**src/core/swc_pkg.sv**
```systemverilog
// Shared constants, types and register map of the sleep, wake and watchdog control block.
package swc_pkg;

  // Register addresses; bit 8 selects the second I/O bank.
  localparam logic [8:0] SWC_ADDR_WDT_CLEAR = 9'h0E3;
  localparam logic [8:0] SWC_ADDR_SCR       = 9'h0FF;
  localparam logic [8:0] SWC_ADDR_TRIP      = 9'h1E3;

  // Field positions in the system status and control register.
  localparam int SWC_SCR_GIE   = 7;
  localparam int SWC_SCR_WATCHDOG_RESET_FLAG  = 5;
  localparam int SWC_SCR_POWER_ON_FLAG  = 4;
  localparam int SWC_SCR_SLEEP = 3;
  localparam int SWC_SCR_RSVD2 = 2;
  localparam int SWC_SCR_STOP  = 0;

  // Field position of the trip level inside the trip configuration register.
  localparam int SWC_TRIP_LSB = 4;
  localparam int SWC_TRIP_MSB = 5;

  // Reset values.
  localparam logic [7:0] SWC_SCR_RESET  = 8'h14;
  localparam logic [1:0] SWC_TRIP_RESET = 2'h0;
  localparam logic [7:0] SWC_RDATA_NONE = 8'h00;

  // Trip level encodings.
  localparam logic [1:0] SWC_TRIP_2V7      = 2'h0;
  localparam logic [1:0] SWC_TRIP_3V0      = 2'h1;
  localparam logic [1:0] SWC_TRIP_RESERVED = 2'h2;
  localparam logic [1:0] SWC_TRIP_MONITOR  = 2'h3;

  // Watchdog clear data that also clears the sleep timer, and counts.
  localparam logic [7:0] SWC_CLEAR_BOTH   = 8'h38;
  localparam logic [1:0] SWC_WDT_LIMIT    = 2'h3;
  localparam logic [1:0] SWC_OSC_RECOVERY = 2'h3;

  // Sleep timer terminal counts in low-power clock periods, one per interval select.
  localparam logic [3:0][14:0] SWC_SLEEP_TERM = {15'h7FFF, 15'h0FFF, 15'h01FF, 15'h003F};

  // Sleep sequencer states.
  typedef enum logic [2:0] {
    SWC_RUN      = 3'b000,
    SWC_HALT_REQ = 3'b001,
    SWC_WAIT_NEG = 3'b010,
    SWC_ASLEEP   = 3'b011,
    SWC_CAPTURED = 3'b100,
    SWC_POWER_UP = 3'b101,
    SWC_SETTLE   = 3'b110,
    SWC_RESUME   = 3'b111
  } swc_state_type;

  // Register access from the CPU I/O bus.
  typedef struct packed {
    logic       wr;
    logic       rd;
    logic [8:0] addr;
    logic [7:0] wdata;
  } swc_io_req_type;

  // Enables of the circuits that power-down switches off.
  typedef struct packed {
    logic flash_en;
    logic osc_en;
    logic filter_en;
    logic bandgap_en;
  } swc_power_ctl_type;

endpackage

```
**src/core/swc_sleep_wake_watchdog_control.sv**
```systemverilog
// Sleep and wake sequencer, sleep timer, watchdog and reset trip configuration.
`timescale 1ns/1ns
// Operation
// - Clearing power-on flag arms watchdog permanently.
// - Only power-on reset disarms the watchdog.
// - Low-power clocked sleep timer interrupts on overflow.
// - Third overflow without clear fires watchdog reset.
// - Clear write zeros watchdog; 0x38 also timer.
// - Sleep bit halts CPU until interrupt or reset.
// - Any unmasked interrupt wakes unless the stop bit is set, ignoring global enable.
// - Oscillator gets three low-power periods to recover.
// - Next instruction runs before interrupt service.
// - Sleep write raises halt request immediately.
// - CPU acknowledges halt at next rising edge.
// - After acknowledge, power down at CPU falling edge.
// - Power-down switches flash, oscillator, filter, bandgap off.
// - Wake interrupt captured on low-power falling edge.
// - Next low-power rising edge ends power-down.
// - Following rising edge samples precision reset comparator.
// - First low-power falling edge after oscillator recovery drops halt request.
// - Trip field selects reset threshold or monitor-only.
// - Power-on sets flag; no watchdog reset meanwhile.
// - Watchdog reset sets flag; software clears only.
module swc_sleep_wake_watchdog_control
  import swc_pkg::*;
(
  input  wire logic                       clk,                     // System clock, 250 MHz.
  input  wire logic                       nrst,                    // Power-on reset, active low.
  input  wire swc_pkg::swc_io_req_type    io_req,                  // CPU I/O bus request.
  output logic                      [7:0] io_rdata,                // Read data, valid after a read.
  input  wire logic                       lp_clk_in,               // Low-power 32 kHz clock.
  input  wire logic                       processor_clock,         // CPU clock.
  input  wire logic                       halt_acknowledge,        // Halt acknowledge from the CPU.
  input  wire logic                 [7:0] irq_pending,             // Pending interrupt sources.
  input  wire logic                 [7:0] irq_mask,                // Interrupt mask, one enables.
  input  wire logic                       gie,                     // Global interrupt enable flag.
  input  wire logic                       instr_retired,           // Level toggled per retired instruction.
  input  wire logic                       precision_reset_detector_comparator,         // Precision reset comparator output.
  input  wire logic                 [1:0] sleep_interval_sel,      // Sleep period select.
  output logic                            halt_request,            // Halt request to the CPU.
  output logic                            power_down,              // Chip-wide power-down.
  output swc_pkg::swc_power_ctl_type      power_ctl,               // Switched circuit enables.
  output logic                            osc_ready,               // Internal oscillator usable.
  output logic                            watchdog_reset_event,    // One-cycle watchdog reset pulse.
  output logic                            sleep_timer_irq,         // One-cycle sleep timer interrupt.
  output logic                            isr_defer,               // Hold interrupt entry.
  output logic                            cpu_stop,                // CPU stopped by the stop bit.
  output logic                      [1:0] reset_trip_level,        // Threshold to the reset detector.
  output logic                            precision_reset_request  // Reset from the sampled comparator.
);

  // Synchroniser bundle order.
  localparam int SY_LP   = 0;
  localparam int SY_CPU  = 1;
  localparam int SY_ACK  = 2;
  localparam int SY_WAKE = 3;
  localparam int SY_RET  = 4;
  localparam int SY_PRECISION_RESET_DETECTOR = 5;
  localparam int SY_W    = 6;

  swc_state_type state_reg;
  swc_state_type state_next;
  logic [SY_W-1:0] sy_in;
  logic [SY_W-1:0] sy_lvl;
  logic [SY_W-1:0] sy_rise;
  logic [SY_W-1:0] sy_fall;
  logic        wr_scr;
  logic        wr_clr;
  logic        wr_trip;
  logic        sleep_set_wr;
  logic        power_on_flag_reg;
  logic        watchdog_reset_flag_reg;
  logic        sleep_reg;
  logic        stop_reg;
  logic        wdt_en_reg;
  logic [1:0]  wdt_cnt_reg;
  logic [1:0]  wdt_cnt_next;
  logic [14:0] st_cnt_reg;
  logic        st_ovf;
  logic        wdr_now;
  logic        wdr_reg;
  logic        st_irq_reg;
  logic        pd_reg;
  logic [1:0]  rec_cnt_reg;
  logic        osc_ready_reg;
  logic        defer_reg;
  logic [1:0]  trip_reg;
  logic        precision_reset_detector_sample_reg;
  logic        wake_ok;
  logic [7:0]  rdata_reg;

  // Input synchronisers; a wake needs any unmasked pending source, gie is ignored.
  assign sy_in[SY_LP]   = lp_clk_in;
  assign sy_in[SY_CPU]  = processor_clock;
  assign sy_in[SY_ACK]  = halt_acknowledge;
  assign sy_in[SY_WAKE] = |(irq_pending & irq_mask);
  assign sy_in[SY_RET]  = instr_retired;
  assign sy_in[SY_PRECISION_RESET_DETECTOR] = precision_reset_detector_comparator;

  swc_sync #(
    .W (SY_W)
  ) u_sync (
    .clk   (clk),
    .nrst  (nrst),
    .din   (sy_in),
    .level (sy_lvl),
    .rise  (sy_rise),
    .fall  (sy_fall)
  );

  // Address decode; the trip register lives in bank two.
  assign wr_scr  = io_req.wr && (io_req.addr == SWC_ADDR_SCR);
  assign wr_clr  = io_req.wr && (io_req.addr == SWC_ADDR_WDT_CLEAR);
  assign wr_trip = io_req.wr && (io_req.addr == SWC_ADDR_TRIP);
  assign sleep_set_wr = wr_scr && io_req.wdata[SWC_SCR_SLEEP];

  // Sleep timer overflow on the last low-power rising edge of the period.
  assign st_ovf = sy_rise[SY_LP] && (st_cnt_reg == SWC_SLEEP_TERM[sleep_interval_sel]);

  // Watchdog count; a clear write zeroes it but a coincident overflow still counts.
  always_comb begin
    wdt_cnt_next = wdt_cnt_reg;
    if (wr_clr) begin
      wdt_cnt_next = '0;
    end
    if (st_ovf) begin
      wdt_cnt_next = wdt_cnt_next + 2'h1;
    end
  end

  // Reset fires when the count reaches the limit while armed.
  assign wdr_now = wdt_en_reg && !power_on_flag_reg && st_ovf && (wdt_cnt_next == SWC_WDT_LIMIT);

  // Sleep timer counter; a 0x38 clear write restarts it.
  always_ff @(posedge clk or negedge nrst) begin
    if (!nrst) begin
      st_cnt_reg <= '0;
      st_irq_reg <= 1'b0;
    end else begin
      st_irq_reg <= st_ovf;
      if (wdr_now || (wr_clr && io_req.wdata == SWC_CLEAR_BOTH)) begin
        st_cnt_reg <= '0;
      end else if (st_ovf) begin
        st_cnt_reg <= '0;
      end else if (sy_rise[SY_LP]) begin
        st_cnt_reg <= st_cnt_reg + 15'h0001;
      end
    end
  end

  // Watchdog counter and reset pulse.
  always_ff @(posedge clk or negedge nrst) begin
    if (!nrst) begin
      wdt_cnt_reg <= '0;
      wdr_reg     <= 1'b0;
    end else begin
      wdr_reg <= wdr_now;
      if (wdr_now) begin
        wdt_cnt_reg <= '0;
      end else begin
        wdt_cnt_reg <= wdt_cnt_next;
      end
    end
  end

  // Arming: only the asynchronous power-on reset disarms.
  always_ff @(posedge clk or negedge nrst) begin
    if (!nrst) begin
      wdt_en_reg <= 1'b0;
    end else if (!power_on_flag_reg) begin
      wdt_en_reg <= 1'b1;
    end
  end

  // Status flags; software may clear them by writing zero but never set them.
  always_ff @(posedge clk or negedge nrst) begin
    if (!nrst) begin
      power_on_flag_reg <= SWC_SCR_RESET[SWC_SCR_POWER_ON_FLAG];
      watchdog_reset_flag_reg <= SWC_SCR_RESET[SWC_SCR_WATCHDOG_RESET_FLAG];
    end else begin
      if (wr_scr && !io_req.wdata[SWC_SCR_POWER_ON_FLAG]) begin
        power_on_flag_reg <= 1'b0;
      end
      if (wdr_now) begin
        watchdog_reset_flag_reg <= 1'b1;
      end else if (wr_scr && !io_req.wdata[SWC_SCR_WATCHDOG_RESET_FLAG]) begin
        watchdog_reset_flag_reg <= 1'b0;
      end
    end
  end

  // Sleep and stop control bits; the sequence clears sleep as it releases the CPU.
  always_ff @(posedge clk or negedge nrst) begin
    if (!nrst) begin
      sleep_reg <= SWC_SCR_RESET[SWC_SCR_SLEEP];
      stop_reg  <= SWC_SCR_RESET[SWC_SCR_STOP];
    end else if (wdr_now) begin
      sleep_reg <= 1'b0;
      stop_reg  <= 1'b0;
    end else begin
      if (wr_scr) begin
        sleep_reg <= io_req.wdata[SWC_SCR_SLEEP];
        stop_reg  <= io_req.wdata[SWC_SCR_STOP];
      end else if (state_reg == SWC_SETTLE && state_next == SWC_RESUME) begin
        sleep_reg <= 1'b0;
      end
    end
  end

  // The sequence may not leave sleep while the stop bit is set.
  assign wake_ok = sy_fall[SY_LP] && sy_lvl[SY_WAKE] && !stop_reg;

  // Sleep sequencer transitions.
  always_comb begin
    state_next = state_reg;
    case (state_reg)
      SWC_RUN: begin
        if (sleep_reg) begin
          state_next = SWC_HALT_REQ;
        end
      end
      SWC_HALT_REQ: begin
        if (sy_lvl[SY_ACK]) begin
          state_next = SWC_WAIT_NEG;
        end
      end
      SWC_WAIT_NEG: begin
        if (sy_fall[SY_CPU]) begin
          state_next = SWC_ASLEEP;
        end
      end
      SWC_ASLEEP: begin
        if (wake_ok) begin
          state_next = SWC_CAPTURED;
        end
      end
      SWC_CAPTURED: begin
        if (sy_rise[SY_LP]) begin
          state_next = SWC_POWER_UP;
        end
      end
      SWC_POWER_UP: begin
        if (sy_rise[SY_LP]) begin
          state_next = SWC_SETTLE;
        end
      end
      SWC_SETTLE: begin
        if (sy_fall[SY_LP] && rec_cnt_reg == SWC_OSC_RECOVERY) begin
          state_next = SWC_RESUME;
        end
      end
      SWC_RESUME: begin
        if (!sy_lvl[SY_ACK]) begin
          state_next = SWC_RUN;
        end
      end
      default: begin
        state_next = SWC_RUN;
      end
    endcase
  end

  // State register; a watchdog reset aborts any sequence.
  always_ff @(posedge clk or negedge nrst) begin
    if (!nrst) begin
      state_reg <= SWC_RUN;
    end else if (wdr_now) begin
      state_reg <= SWC_RUN;
    end else begin
      state_reg <= state_next;
    end
  end

  // Power-down rises entering sleep and falls on the wake rising edge.
  always_ff @(posedge clk or negedge nrst) begin
    if (!nrst) begin
      pd_reg <= 1'b0;
    end else if (wdr_now) begin
      pd_reg <= 1'b0;
    end else if (state_next == SWC_ASLEEP && state_reg == SWC_WAIT_NEG) begin
      pd_reg <= 1'b1;
    end else if (state_next == SWC_POWER_UP && state_reg == SWC_CAPTURED) begin
      pd_reg <= 1'b0;
    end
  end

  // Oscillator recovery counts low-power periods after power-down ends.
  always_ff @(posedge clk or negedge nrst) begin
    if (!nrst) begin
      rec_cnt_reg   <= '0;
      osc_ready_reg <= 1'b1;
    end else if (wdr_now) begin
      rec_cnt_reg   <= '0;
      osc_ready_reg <= 1'b1;
    end else if (pd_reg) begin
      rec_cnt_reg   <= '0;
      osc_ready_reg <= 1'b0;
    end else if (!osc_ready_reg && sy_rise[SY_LP]) begin
      if (rec_cnt_reg == SWC_OSC_RECOVERY - 2'h1) begin
        osc_ready_reg <= 1'b1;
      end
      rec_cnt_reg <= rec_cnt_reg + 2'h1;
    end
  end

  // Precision comparator sampled once it has settled; monitor mode never resets.
  always_ff @(posedge clk or negedge nrst) begin
    if (!nrst) begin
      precision_reset_detector_sample_reg <= 1'b0;
    end else if (state_reg == SWC_POWER_UP && state_next == SWC_SETTLE) begin
      precision_reset_detector_sample_reg <= sy_lvl[SY_PRECISION_RESET_DETECTOR] && (trip_reg != SWC_TRIP_MONITOR);
    end else if (state_reg == SWC_RUN) begin
      precision_reset_detector_sample_reg <= sy_lvl[SY_PRECISION_RESET_DETECTOR] && (trip_reg != SWC_TRIP_MONITOR);
    end
  end

  // Trip configuration register.
  always_ff @(posedge clk or negedge nrst) begin
    if (!nrst) begin
      trip_reg <= SWC_TRIP_RESET;
    end else if (wdr_now) begin
      trip_reg <= SWC_TRIP_RESET;
    end else if (wr_trip) begin
      trip_reg <= io_req.wdata[SWC_TRIP_MSB:SWC_TRIP_LSB];
    end
  end

  // Interrupt entry is held after wake until one instruction retires.
  always_ff @(posedge clk or negedge nrst) begin
    if (!nrst) begin
      defer_reg <= 1'b0;
    end else if (wdr_now) begin
      defer_reg <= 1'b0;
    end else if (state_reg == SWC_SETTLE && state_next == SWC_RESUME) begin
      defer_reg <= 1'b1;
    end else if (state_reg == SWC_RUN && (sy_rise[SY_RET] || sy_fall[SY_RET])) begin
      defer_reg <= 1'b0;
    end
  end

  // Read data; the clear register is write-only and reads as zero.
  always_ff @(posedge clk or negedge nrst) begin
    if (!nrst) begin
      rdata_reg <= SWC_RDATA_NONE;
    end else if (io_req.rd) begin
      rdata_reg <= SWC_RDATA_NONE;
      if (io_req.addr == SWC_ADDR_SCR) begin
        rdata_reg[SWC_SCR_GIE]   <= gie;
        rdata_reg[SWC_SCR_WATCHDOG_RESET_FLAG]  <= watchdog_reset_flag_reg;
        rdata_reg[SWC_SCR_POWER_ON_FLAG]  <= power_on_flag_reg;
        rdata_reg[SWC_SCR_SLEEP] <= sleep_reg;
        rdata_reg[SWC_SCR_RSVD2] <= SWC_SCR_RESET[SWC_SCR_RSVD2];
        rdata_reg[SWC_SCR_STOP]  <= stop_reg;
      end else if (io_req.addr == SWC_ADDR_TRIP) begin
        rdata_reg[SWC_TRIP_MSB:SWC_TRIP_LSB] <= trip_reg;
      end
    end
  end

  // Halt request rises with the sleep write and stands, without a gap, until the release step.
  assign halt_request = sleep_set_wr || (state_reg == SWC_RUN ? sleep_reg : state_reg != SWC_RESUME);

  // Circuits switched off by power-down; the low-power domain stays on.
  assign power_ctl.flash_en   = !pd_reg;
  assign power_ctl.osc_en     = !pd_reg;
  assign power_ctl.filter_en  = !pd_reg;
  assign power_ctl.bandgap_en = !pd_reg;

  // Remaining outputs.
  assign power_down              = pd_reg;
  assign osc_ready               = osc_ready_reg;
  assign watchdog_reset_event    = wdr_reg;
  assign sleep_timer_irq         = st_irq_reg;
  assign isr_defer               = defer_reg;
  assign cpu_stop                = stop_reg;
  assign reset_trip_level        = trip_reg;
  assign precision_reset_request = precision_reset_detector_sample_reg;
  assign io_rdata                = rdata_reg;

endmodule // swc_sleep_wake_watchdog_control

```
**src/core/swc_sync.sv**
```systemverilog
// Three-stage input synchroniser with agreement filter and edge pulses.
`timescale 1ns/1ns
module swc_sync #(
  parameter int W = 1
) (
  input  wire logic         clk,   // System clock.
  input  wire logic         nrst,  // Asynchronous reset, active low.
  input  wire logic [W-1:0] din,   // Asynchronous inputs.
  output logic      [W-1:0] level, // Filtered level.
  output logic      [W-1:0] rise,  // One-cycle pulse on a rising change.
  output logic      [W-1:0] fall   // One-cycle pulse on a falling change.
);

  logic [W-1:0] s1_reg;
  logic [W-1:0] s2_reg;
  logic [W-1:0] s3_reg;
  logic [W-1:0] level_reg;
  logic [W-1:0] level_next;

  // Shift chain; only the second stage reads the first.
  always_ff @(posedge clk or negedge nrst) begin
    if (!nrst) begin
      s1_reg <= '0;
      s2_reg <= '0;
      s3_reg <= '0;
    end else begin
      s1_reg <= din;
      s2_reg <= s1_reg;
      s3_reg <= s2_reg;
    end
  end

  // A change counts once the second and third stages agree.
  always_comb begin
    level_next = level_reg;
    for (int i = 0; i < W; i++) begin
      if (s2_reg[i] == s3_reg[i]) begin
        level_next[i] = s3_reg[i];
      end
    end
  end

  // Filtered level register.
  always_ff @(posedge clk or negedge nrst) begin
    if (!nrst) begin
      level_reg <= '0;
    end else begin
      level_reg <= level_next;
    end
  end

  // Edge pulses appear one cycle before the new level.
  assign level = level_reg;
  assign rise  = level_next & ~level_reg;
  assign fall  = ~level_next & level_reg;

endmodule // swc_sync

```
**config.mk**
```make
export PLATFORM = sky130hd
export DESIGN_NAME = swc_sleep_wake_watchdog_control
export DESIGN_NICKNAME = d
export VERILOG_FILES = /design/src/core/swc_pkg.sv /design/src/core/swc_sleep_wake_watchdog_control.sv /design/src/core/swc_sync.sv
export SDC_FILE = /design/constraint.sdc
export NUM_CORES = 1
export LEC_CHECK = 0
export ABC_AREA = 1
export BUFFER_PORTS_ARGS = -buffer_cell sky130_fd_sc_hd__buf_2
export CAP_MARGIN = 40
export CORE_MARGIN = 1.5
export CORE_UTILIZATION = 45
export DETAILED_ROUTE_END_ITERATION = 10
export PLACE_DENSITY_LB_ADDON = 0.1
export SLEW_MARGIN = 20
export SYNTH_ARGS = -nofsm -noshare
export SYNTH_HDL_FRONTEND = slang
export SYNTH_SLANG_ARGS = --single-unit
```
**constraint.sdc**
```tcl
create_clock -name clk -period 3.3 [get_ports clk]
set_clock_uncertainty 0.1 [all_clocks]
set_input_delay 0.33 -clock clk [delete_from_list [all_inputs] [get_ports clk]]
set_output_delay 0.33 -clock clk [all_outputs]
set_load 0.005 [all_outputs]
```
==> reports/summary.json, run 1 <==
{
  "synth.cell_area_mm2": 0.00309,
  "hold_violations": 0,
  "fmax_ghz": 0.409,
  "dp_slack_ps": 828,
  "pwr-share-clk_pct": 34.8,
  "report.final.setup_viol": 0,
  "final_max_slew_viol_count": 0,
  "yosys_warnings": 0,
  "power.share.sequential_pct": 49.2,
  "number_of_nets_at_the_end_of_the_flow": 476,
  "clock_path_buffers": 2,
  "total_switching_power_w": 0.000514,
  "core.rowCount": 30,
  "p_int_w": 0.00134,
  "numClockSinks": 65,
  "totalNegativeSetupSlack_ps": 0,
  "post_cts_repair_timing_setup_buffer_count": 0,
  "height_of_the_chip_um": 85.9,
  "fin_crit_ps": 2450,
  "cts.clk_slew.worst_paths_ps": 70,
  "vdd_ir_drop_max_uv": 268,
  "outcome": "completed",
  "sw_frac_of_total_pct": 27.7,
  "worst_slew_pin_slew_ps": 569,
  "later_pin_clock_latency_in_the_skew_report_ps": 340,
  "syn_area_cell_um2": 8.79,
  "ctsHtreeMaxLevel": 3,
  "dpl.hpwl_um": 4690,
  "antennaDiodeCount": 0,
  "detailedRoute.firstPassIterationCount": 4,
  "final_layout_size_suffix_gt1_share_pct": 22.4,
  "largest_register_ffs": 15,
  "crit_family": "simple AND/OR/NAND/NOR gates",
  "final.period_utilization_pct": 74.1,
  "layout_commonest_cell": "sky130_fd_sc_hd__nand2_1",
  "i_o_pin_count": 67,
  "critical_path_required_ps": 3390,
  "synth_sequential_area_ratio_pct": 52.6,
  "drt_first_iter_violations": 82,
  "detailed_route_wire_length_per_cell_um": 12.4,
  "unrepaired_setup_endpoints_after_global_routing": "no",
  "globalRouteOverflowTotal": 0,
  "place.gp.congestion": 0.891,
  "fraction_of_registers_with_async_set_or_reset_after_synthesis_pct": 100,
  "synth-seq-cells": 65,
  "coreArea_mm2": 0.00672,
  "crit_path_max_incr_delay_ps": 500,
  "master_of_the_slowest_instance_on_the_critical_path": "sky130_fd_sc_hd__nand4_1",
  "worst_hold_check_path_type": "input pin to register",
  "global_routing_usage_summed_across_all_routing_layers_pct": 18.9,
  "comb_power_share_pct": 16.0,
  "setup.worst_path.start_class": "register",
  "worstSetupEndpointType": "register",
  "clock_tree_from_tritoncts": "done",
  "power_leakage_nw": 1.91,
  "area.growth.synth_to_final_pct": 21.1,
  "port_buffers": 64,
  "final_setup_slack_of_the_worst_path_ps": 853,
  "grt_start_max_net_pins": 25,
  "post_drt_via_cell_ratio": 4.99,
  "path_class": "register to register",
  "max-cap-violations": 0,
  "critical_path_buf_inv_count": 0,
  "drc": 0,
  "max-slew-margin-rel_pct": 62.0,
  "crit_arrival_ps": 2540,
  "drt_wl_total_um": 6340,
  "synth_cells": 352,
  "post_synth_edffs": 0,
  "reg2reg_slack_ps": 850,
  "number_of_vias_after_detailed_routing": 2561,
  "post_synth_num_cell_types": 41,
  "design.die.area_mm2": 0.00738,
  "antenna_found_initial": 0,
  "synth_flop_cell": "sky130_fd_sc_hd__dfrtp_1",
  "clock-root-buffer": "sky130_fd_sc_hd__clkbuf_8",
  "cts-resized-gates": 0,
  "grt_pass1_wl_um": 10800,
  "floorplan.initialDensity_pct": 46.1,
  "most-common-layout-cells": "71 x sky130_fd_sc_hd__nand2_1, 64 x sky130_fd_sc_hd__buf_2, 63 x sky130_fd_sc_hd__dfrtp_1, 55 x sky130_fd_sc_hd__inv_1, 29 x sky130_fd_sc_hd__nand3_1",
  "first_global_vias": 2368,
  "crit_path_cell_trace": "ha_1 > nand2_1 > nor3_4 > nand3_2 > nor2_4 > nand4_4 > nand4_1 > o21ai_0",
  "antenna_violating_nets_post_route": 0,
  "cts-buffers-inserted": 9,
  "power_per_unit_of_standard_cell_area_mw_per_mm2": 495,
  "chipWidth_um": 85.9,
  "critPathMaxFanout": 18
}
==> worst min-delay path, cell delays in order <==
cell and delay (ps):
sky130_fd_sc_hd__buf_2 70, sky130_fd_sc_hd__a221oi_1 60, sky130_fd_sc_hd__nand2_1 50
==> synth_stat cells (2+ instances only) <==
master | count | area (um2)
sky130_fd_sc_hd__a21oi_1 | 7 | 35.0
sky130_fd_sc_hd__a221oi_1 | 2 | 17.5
sky130_fd_sc_hd__a22o_1 | 2 | 17.5
sky130_fd_sc_hd__buf_4 | 6 | 45.0
sky130_fd_sc_hd__dfrtp_1 | 63 | 1580
sky130_fd_sc_hd__dfstp_2 | 2 | 52.6
sky130_fd_sc_hd__ha_1 | 3 | 37.5
sky130_fd_sc_hd__inv_1 | 55 | 206
sky130_fd_sc_hd__maj3_1 | 3 | 30.0
sky130_fd_sc_hd__mux2_2 | 2 | 22.5
sky130_fd_sc_hd__nand2_1 | 71 | 267
sky130_fd_sc_hd__nand3_1 | 29 | 145
sky130_fd_sc_hd__nand3_2 | 2 | 20.0
sky130_fd_sc_hd__nand4_1 | 10 | 62.6
sky130_fd_sc_hd__nor2_1 | 19 | 71.3
sky130_fd_sc_hd__nor3_1 | 7 | 35.0
sky130_fd_sc_hd__o211ai_1 | 2 | 15.0
sky130_fd_sc_hd__o21ai_0 | 22 | 110
sky130_fd_sc_hd__o21ai_1 | 10 | 50.1
sky130_fd_sc_hd__o221ai_1 | 2 | 17.5
sky130_fd_sc_hd__o22ai_1 | 4 | 25.0
sky130_fd_sc_hd__or2_2 | 3 | 18.8
sky130_fd_sc_hd__xnor2_1 | 2 | 17.5
sky130_fd_sc_hd__xor2_1 | 7 | 61.3
==> kinds of logic (layout without fill, tap and decap cells) <==
family / count (synthesis) / in the layout / share of synthesized area, %
and+or+nand+nor: 148 / 148 / 22.4
buffers and inverters: 66 / 146 / 9.02
DFF: 65 / 65 / 52.6
AOI/OAI and AO/OA: 55 / 55 / 10.3
xor gates and xnor gates: 9 / 9 / 2.55
adders and majority gates: 6 / 6 / 2.18
muxes: 2 / 2 / 0.728
other: 1 / 2 / 0.121
==> per-layer routing <==
metal	GRT usage, %	wire length, um	up-vias
li1	-	-	1300
met1	26.5	3200	1176
met2	28.4	2700	74
met3	5.10	353	11
met4	6.45	89	0
met5	0	0	-
==> final cells by class <==
| type | instances | area, um2 |
|---|---|---|
| Fill cell | 626 | 2970 |
| Sequential cell | 65 | 1630 |
| Multi-Input combinational cell | 222 | 1190 |
| Timing Repair Buffer | 74 | 430 |
| Inverter | 56 | 210 |
| Clock buffer | 11 | 131 |
| Tap cell | 80 | 100 |
| Clock inverter | 5 | 56.3 |
==> stage by stage <==
stage                     hold WS (ps)  cells  cell area [um2]  utilization [%]  total power [W]
after floorplan                  -65.6    353             3100                -          0.00111
after global routing               108    513             3750             55.8          0.00197
after detailed placement           218    491             3500             52.1          0.00122
after global placement             232    490             3470             51.7          0.00121
after CTS                         90.3    513             3750             55.8          0.00188
final                              104    513             3750             55.8          0.00186
==> worst paths after layout <==
kind | from | endpoint | cells after the start
setup / recovery | st_cnt_reg[0] | st_cnt_reg[0] | 8
hold / removal | irq_mask[7] | u_sync.s1_reg[3] | 3
setup reg to reg | st_cnt_reg[0] | st_cnt_reg[0] | 8
hold reg to reg | u_sync.s1_reg[5] | u_sync.s2_reg[5] | 0
max in group asynchronous | nrst | osc_ready | 4
min in group asynchronous | nrst | io_rdata[2] | 2
==> power groups by stage <==
| stage | logic, W | registers (W) | clock network, W |
|---|---|---|---|
| after global placement | 0.000285 | 0.000923 | 0 |
| after CTS | 0.000299 | 0.000910 | 0.000667 |
| after global routing | 0.000342 | 0.000920 | 0.000709 |
| after floorplan | 0.000191 | 0.000916 | 0 |
| after detailed placement | 0.000291 | 0.000926 | 0 |
| final | 0.000297 | 0.000912 | 0.000646 |
==> repair_timing <==
item / in CTS / in global routing
setup endpoints to repair: 0 / 0
hold endpoints to repair: 22 / 0
hold buffers: 6 / 0
No activity file was read; power rests on OpenSTA's default activity.
==> run 2: changes to the inputs <==
==> constraint.sdc (replaced) <==
create_clock -name clk -period 1.99 [get_ports clk]
set_clock_uncertainty 0.1 [all_clocks]
set_input_delay 0.199 -clock clk [delete_from_list [all_inputs] [get_ports clk]]
set_output_delay 0.199 -clock clk [all_outputs]
set_load 0.005 [all_outputs]
==> run 2 against run 1 <==
  * Cell count is 2.9% higher
  * Fmax rose by 29%
  * Hold slack got worse by 44 ps
  * Via count increased by 3.0%
  * First-iteration DRC count increased by 45%
  * Setup slack worse by 750 ps
  * Power increased by 81%
  * Clock power is 100% higher
  * Critical path depth grew 1
  * Global-route usage rose by 0.15 points
  * Cell area is 5.1% higher
  * Register-to-register slack lost 750 ps
  * Critical endpoint unchanged
  * Highest routed layer unchanged
==> reports/summary.json, run 2 (same netlist as run 1, synthesis figures left out) <==
{
  "drc": {"value": 0, "change": "unchanged"},
  "reg2reg_slack": {"value": 100, "unit": "ps", "change": "-750 ps"},
  "dpl.hpwl": {"value": 4620, "unit": "um", "change": "-1.5%"},
  "cts-buffers-inserted": {"value": 9, "change": "unchanged"},
  "grt_util_met3": {"value": 5.00, "unit": "%", "change": "-0.096 points"},
  "design.die.area": {"value": 0.00738, "unit": "mm2", "change": "unchanged"},
  "postLayoutCellArea": {"value": 0.00394, "unit": "mm2", "change": "+5.1%"},
  "whs_endpoint": "watchdog_reset_flag_reg",
  "max-cap-violations": {"value": 0, "change": "unchanged"},
  "regArea": {"value": 0.00163, "unit": "mm2", "change": "unchanged"},
  "antenna_violating_nets_post_route": {"value": 0, "change": "unchanged"},
  "place.gp.congestion": {"value": 0.822, "change": "-7.8%"},
  "dp_slack": {"value": 42.9, "unit": "ps", "change": "-785 ps"},
  "multi_input_comb_area": {"value": 0.00120, "unit": "mm2", "change": "+0.63%"},
  "floorplan.initialDensity": {"value": 46.1, "unit": "%", "change": "unchanged"},
  "global_route.peak_usage_layer": "met2",
  "use_met1": {"value": 26.6, "unit": "%", "change": "+0.075 points"},
  "fmax": {"value": 0.529, "unit": "GHz", "change": "+29%"},
  "placement.cell_area": {"value": 0.00355, "unit": "mm2", "change": "+1.4%"},
  "area.growth.synth_to_final_pct": 27.3,
  "hold_violations": {"value": 0, "change": "unchanged"},
  "detailedRoute.firstPassIterationCount": {"value": 4, "change": "unchanged"},
  "post_drt_via_cell_ratio": {"value": 4.99, "change": "about the same"},
  "final_max_slew_viol_count": {"value": 0, "change": "unchanged"},
  "fin_total_pwr": {"value": 0.00336, "unit": "W", "change": "+81%"},
  "vdd_ir_drop_max": {"value": 551, "unit": "uV", "change": "+110%"},
  "detailed_route_wire_length_per_cell": {"value": 12.4, "unit": "um", "change": "+0.46%"},
  "fillerInstances": {"value": 600, "change": "-4.2%"},
  "number_of_vias_after_detailed_routing": {"value": 2637, "change": "+3.0%"},
  "fin_crit": {"value": 1890, "unit": "ps", "change": "-556 ps"},
  "power_leakage": {"value": 2.00, "unit": "nW", "change": "+5.0%"},
  "totalNegativeSetupSlack": {"value": 0, "unit": "ps", "change": "unchanged"},
  "path_class": "register to register",
  "critical_path_required": {"value": 2100, "unit": "ps", "change": "-1290 ps"},
  "worst_hold_check_path_type": "input pin to register",
  "drt_wl_total": {"value": 6550, "unit": "um", "change": "+3.4%"},
  "layout_commonest_cell": "sky130_fd_sc_hd__nand2_1",
  "i_o_pin_count": {"value": 67, "change": "unchanged"},
  "global_routing_usage_summed_across_all_routing_layers": {"value": 19.1, "unit": "%", "change": "+0.15 points"},
  "final_setup_slack_of_the_worst_path": {"value": 99.0, "unit": "ps", "change": "-754 ps"},
  "final_layout_size_suffix_gt1_share": {"value": 24.8, "unit": "%", "change": "+2.4 points"},
  "drt_first_iter_violations": {"value": 119, "change": "+45%"},
  "grt_start_max_net_pins": {"value": 66, "change": "+160%"},
  "worst_reg2reg_path_startpoint": "st_cnt_reg[1]",
  "first_global_vias": {"value": 2453, "change": "+3.6%"},
  "port_buffers": {"value": 64, "change": "unchanged"},
  "number_of_nets_at_the_end_of_the_flow": {"value": 491, "change": "+3.2%"},
  "crit_arrival": {"value": 2000, "unit": "ps", "change": "-540 ps"},
  "worstSetupEndpointType": "register",
  "coreArea": {"value": 0.00672, "unit": "mm2", "change": "unchanged"},
  "globalRouteOverflowTotal": {"value": 0, "change": "unchanged"},
  "antennaDiodeCount": {"value": 0, "change": "unchanged"},
  "ctsHtreeMaxLevel": {"value": 3, "change": "unchanged"},
  "timing.hold.ws": {"value": 60.1, "unit": "ps", "change": "-44.0 ps"},
  "antenna_found_initial": {"value": 0, "change": "unchanged"},
  "final.period_utilization": {"value": 95.0, "unit": "%", "change": "+21 points"},
  "outcome": "completed",
  "setup.worst_path.start_class": "register",
  "largest_register_ffs": {"value": 15, "change": "unchanged"},
  "power_per_unit_of_standard_cell_area": {"value": 853, "unit": "mW/mm2", "change": "+72%"},
  "numClockSinks": {"value": 65, "change": "unchanged"},
  "clock_path_buffers": {"value": 2, "change": "unchanged"},
  "most-common-layout-cells": "71 x sky130_fd_sc_hd__nand2_1, 64 x sky130_fd_sc_hd__buf_2, 63 x sky130_fd_sc_hd__dfrtp_1, 55 x sky130_fd_sc_hd__inv_1, 29 x sky130_fd_sc_hd__nand3_1",
  "chipWidth": {"value": 85.9, "unit": "um", "change": "unchanged"},
  "min-delay-start": "io_req[5]",
  "grt_util_met2": {"value": 29.1, "unit": "%", "change": "+0.72 points"},
  "later_pin_clock_latency_in_the_skew_report": {"value": 330, "unit": "ps", "change": "about the same"},
  "cts.clk_slew.worst_paths": {"value": 70, "unit": "ps", "change": "about the same"},
  "r2r_end": "st_cnt_reg[0]",
  "height_of_the_chip": {"value": 85.9, "unit": "um", "change": "unchanged"},
  "report.final.setup_viol": {"value": 0, "change": "unchanged"},
  "clock_tree_from_tritoncts": "done",
  "core.rowCount": {"value": 30, "change": "unchanged"},
  "clock-root-buffer": "sky130_fd_sc_hd__clkbuf_8",
  "grt_pass1_wl": {"value": 11000, "unit": "um", "change": "+1.8%"},
  "critPathMaxFanout": {"value": 12, "change": "-6"},
  "ff2ff_path_depth": {"value": 9, "change": "+1"},
  "whs_path_depth": {"value": 3, "change": "unchanged"}
}
run 2: changes by cell type in the layout (fill, tap and decap cells not counted), sizes merged:
cell         delta
buf             +9
bufinv          +1
clkinv          -3
dlygate4sd3     +6
inv             +2
run 2: timing repair:
item | 4_1_cts | 5_1_grt
hold endpoints to repair | 71 | 0
buffers inserted | 0 | 3
hold buffers | 12 | 0
setup endpoints to repair | 0 | 18
resized for setup | 0 | 4
run 2: through the flow:
step / std cells / utilization, %
finish: 528 / 58.6
floorplan: 353 / -
global route: 528 / 58.6
CTS: 525 / 58.1
detailed placement: 497 / 52.8
global placement: 497 / 52.8
run 2: where the power goes:
part | switching (W) | internal [W]
Sequential | 0.0000896 | 0.00143
Combinational | 0.000280 | 0.000259
Clock | 0.000523 | 0.000783
run 2: metal layers:
| metal | up-vias | part of all wire (%) | routed length (um) |
|---|---|---|---|
| met5 | - | 0 | 0 |
| met4 | 0 | 0.67 | 44 |
| met3 | 4 | 6.5 | 427 |
| met2 | 75 | 44 | 2860 |
| met1 | 1226 | 49 | 3220 |
| li1 | 1332 | - | - |
run 2: worst max path at each step:
stage                  start              to  slack (ps)  cells past startpoint
2_1_floorplan  st_cnt_reg[0]   st_cnt_reg[2]         110                     11
3_3_place_gp   st_cnt_reg[0]  st_cnt_reg[12]         120                      9
3_5_place_dp   st_cnt_reg[0]  st_cnt_reg[12]          40                      9
4_1_cts        st_cnt_reg[0]  st_cnt_reg[12]          10                      9
5_1_grt        st_cnt_reg[1]   st_cnt_reg[1]         -20                     10
6_report       st_cnt_reg[1]   st_cnt_reg[0]         100                      9
run 2: layout make-up:
class | instances | share of cell area, %
sequential | 65 | 41.3
multi-input combinational | 222 | 30.4
timing repair buffer | 89 | 14.4
inverter | 56 | 5.34
clock buffer | 11 | 3.84
tap | 80 | 2.54
clock inverter | 5 | 2.16
run 2: critical path, cell delays in order, from the launching register on:
cell and delay [ps]:
sky130_fd_sc_hd__dfrtp_1 390, sky130_fd_sc_hd__ha_2 190, sky130_fd_sc_hd__nand2_1 100, sky130_fd_sc_hd__nor3_4 170
sky130_fd_sc_hd__nand3_2 110, sky130_fd_sc_hd__nor2_4 160, sky130_fd_sc_hd__nand4_4 150, sky130_fd_sc_hd__nand4_1 170
sky130_fd_sc_hd__buf_12 150, sky130_fd_sc_hd__o21ai_0 80
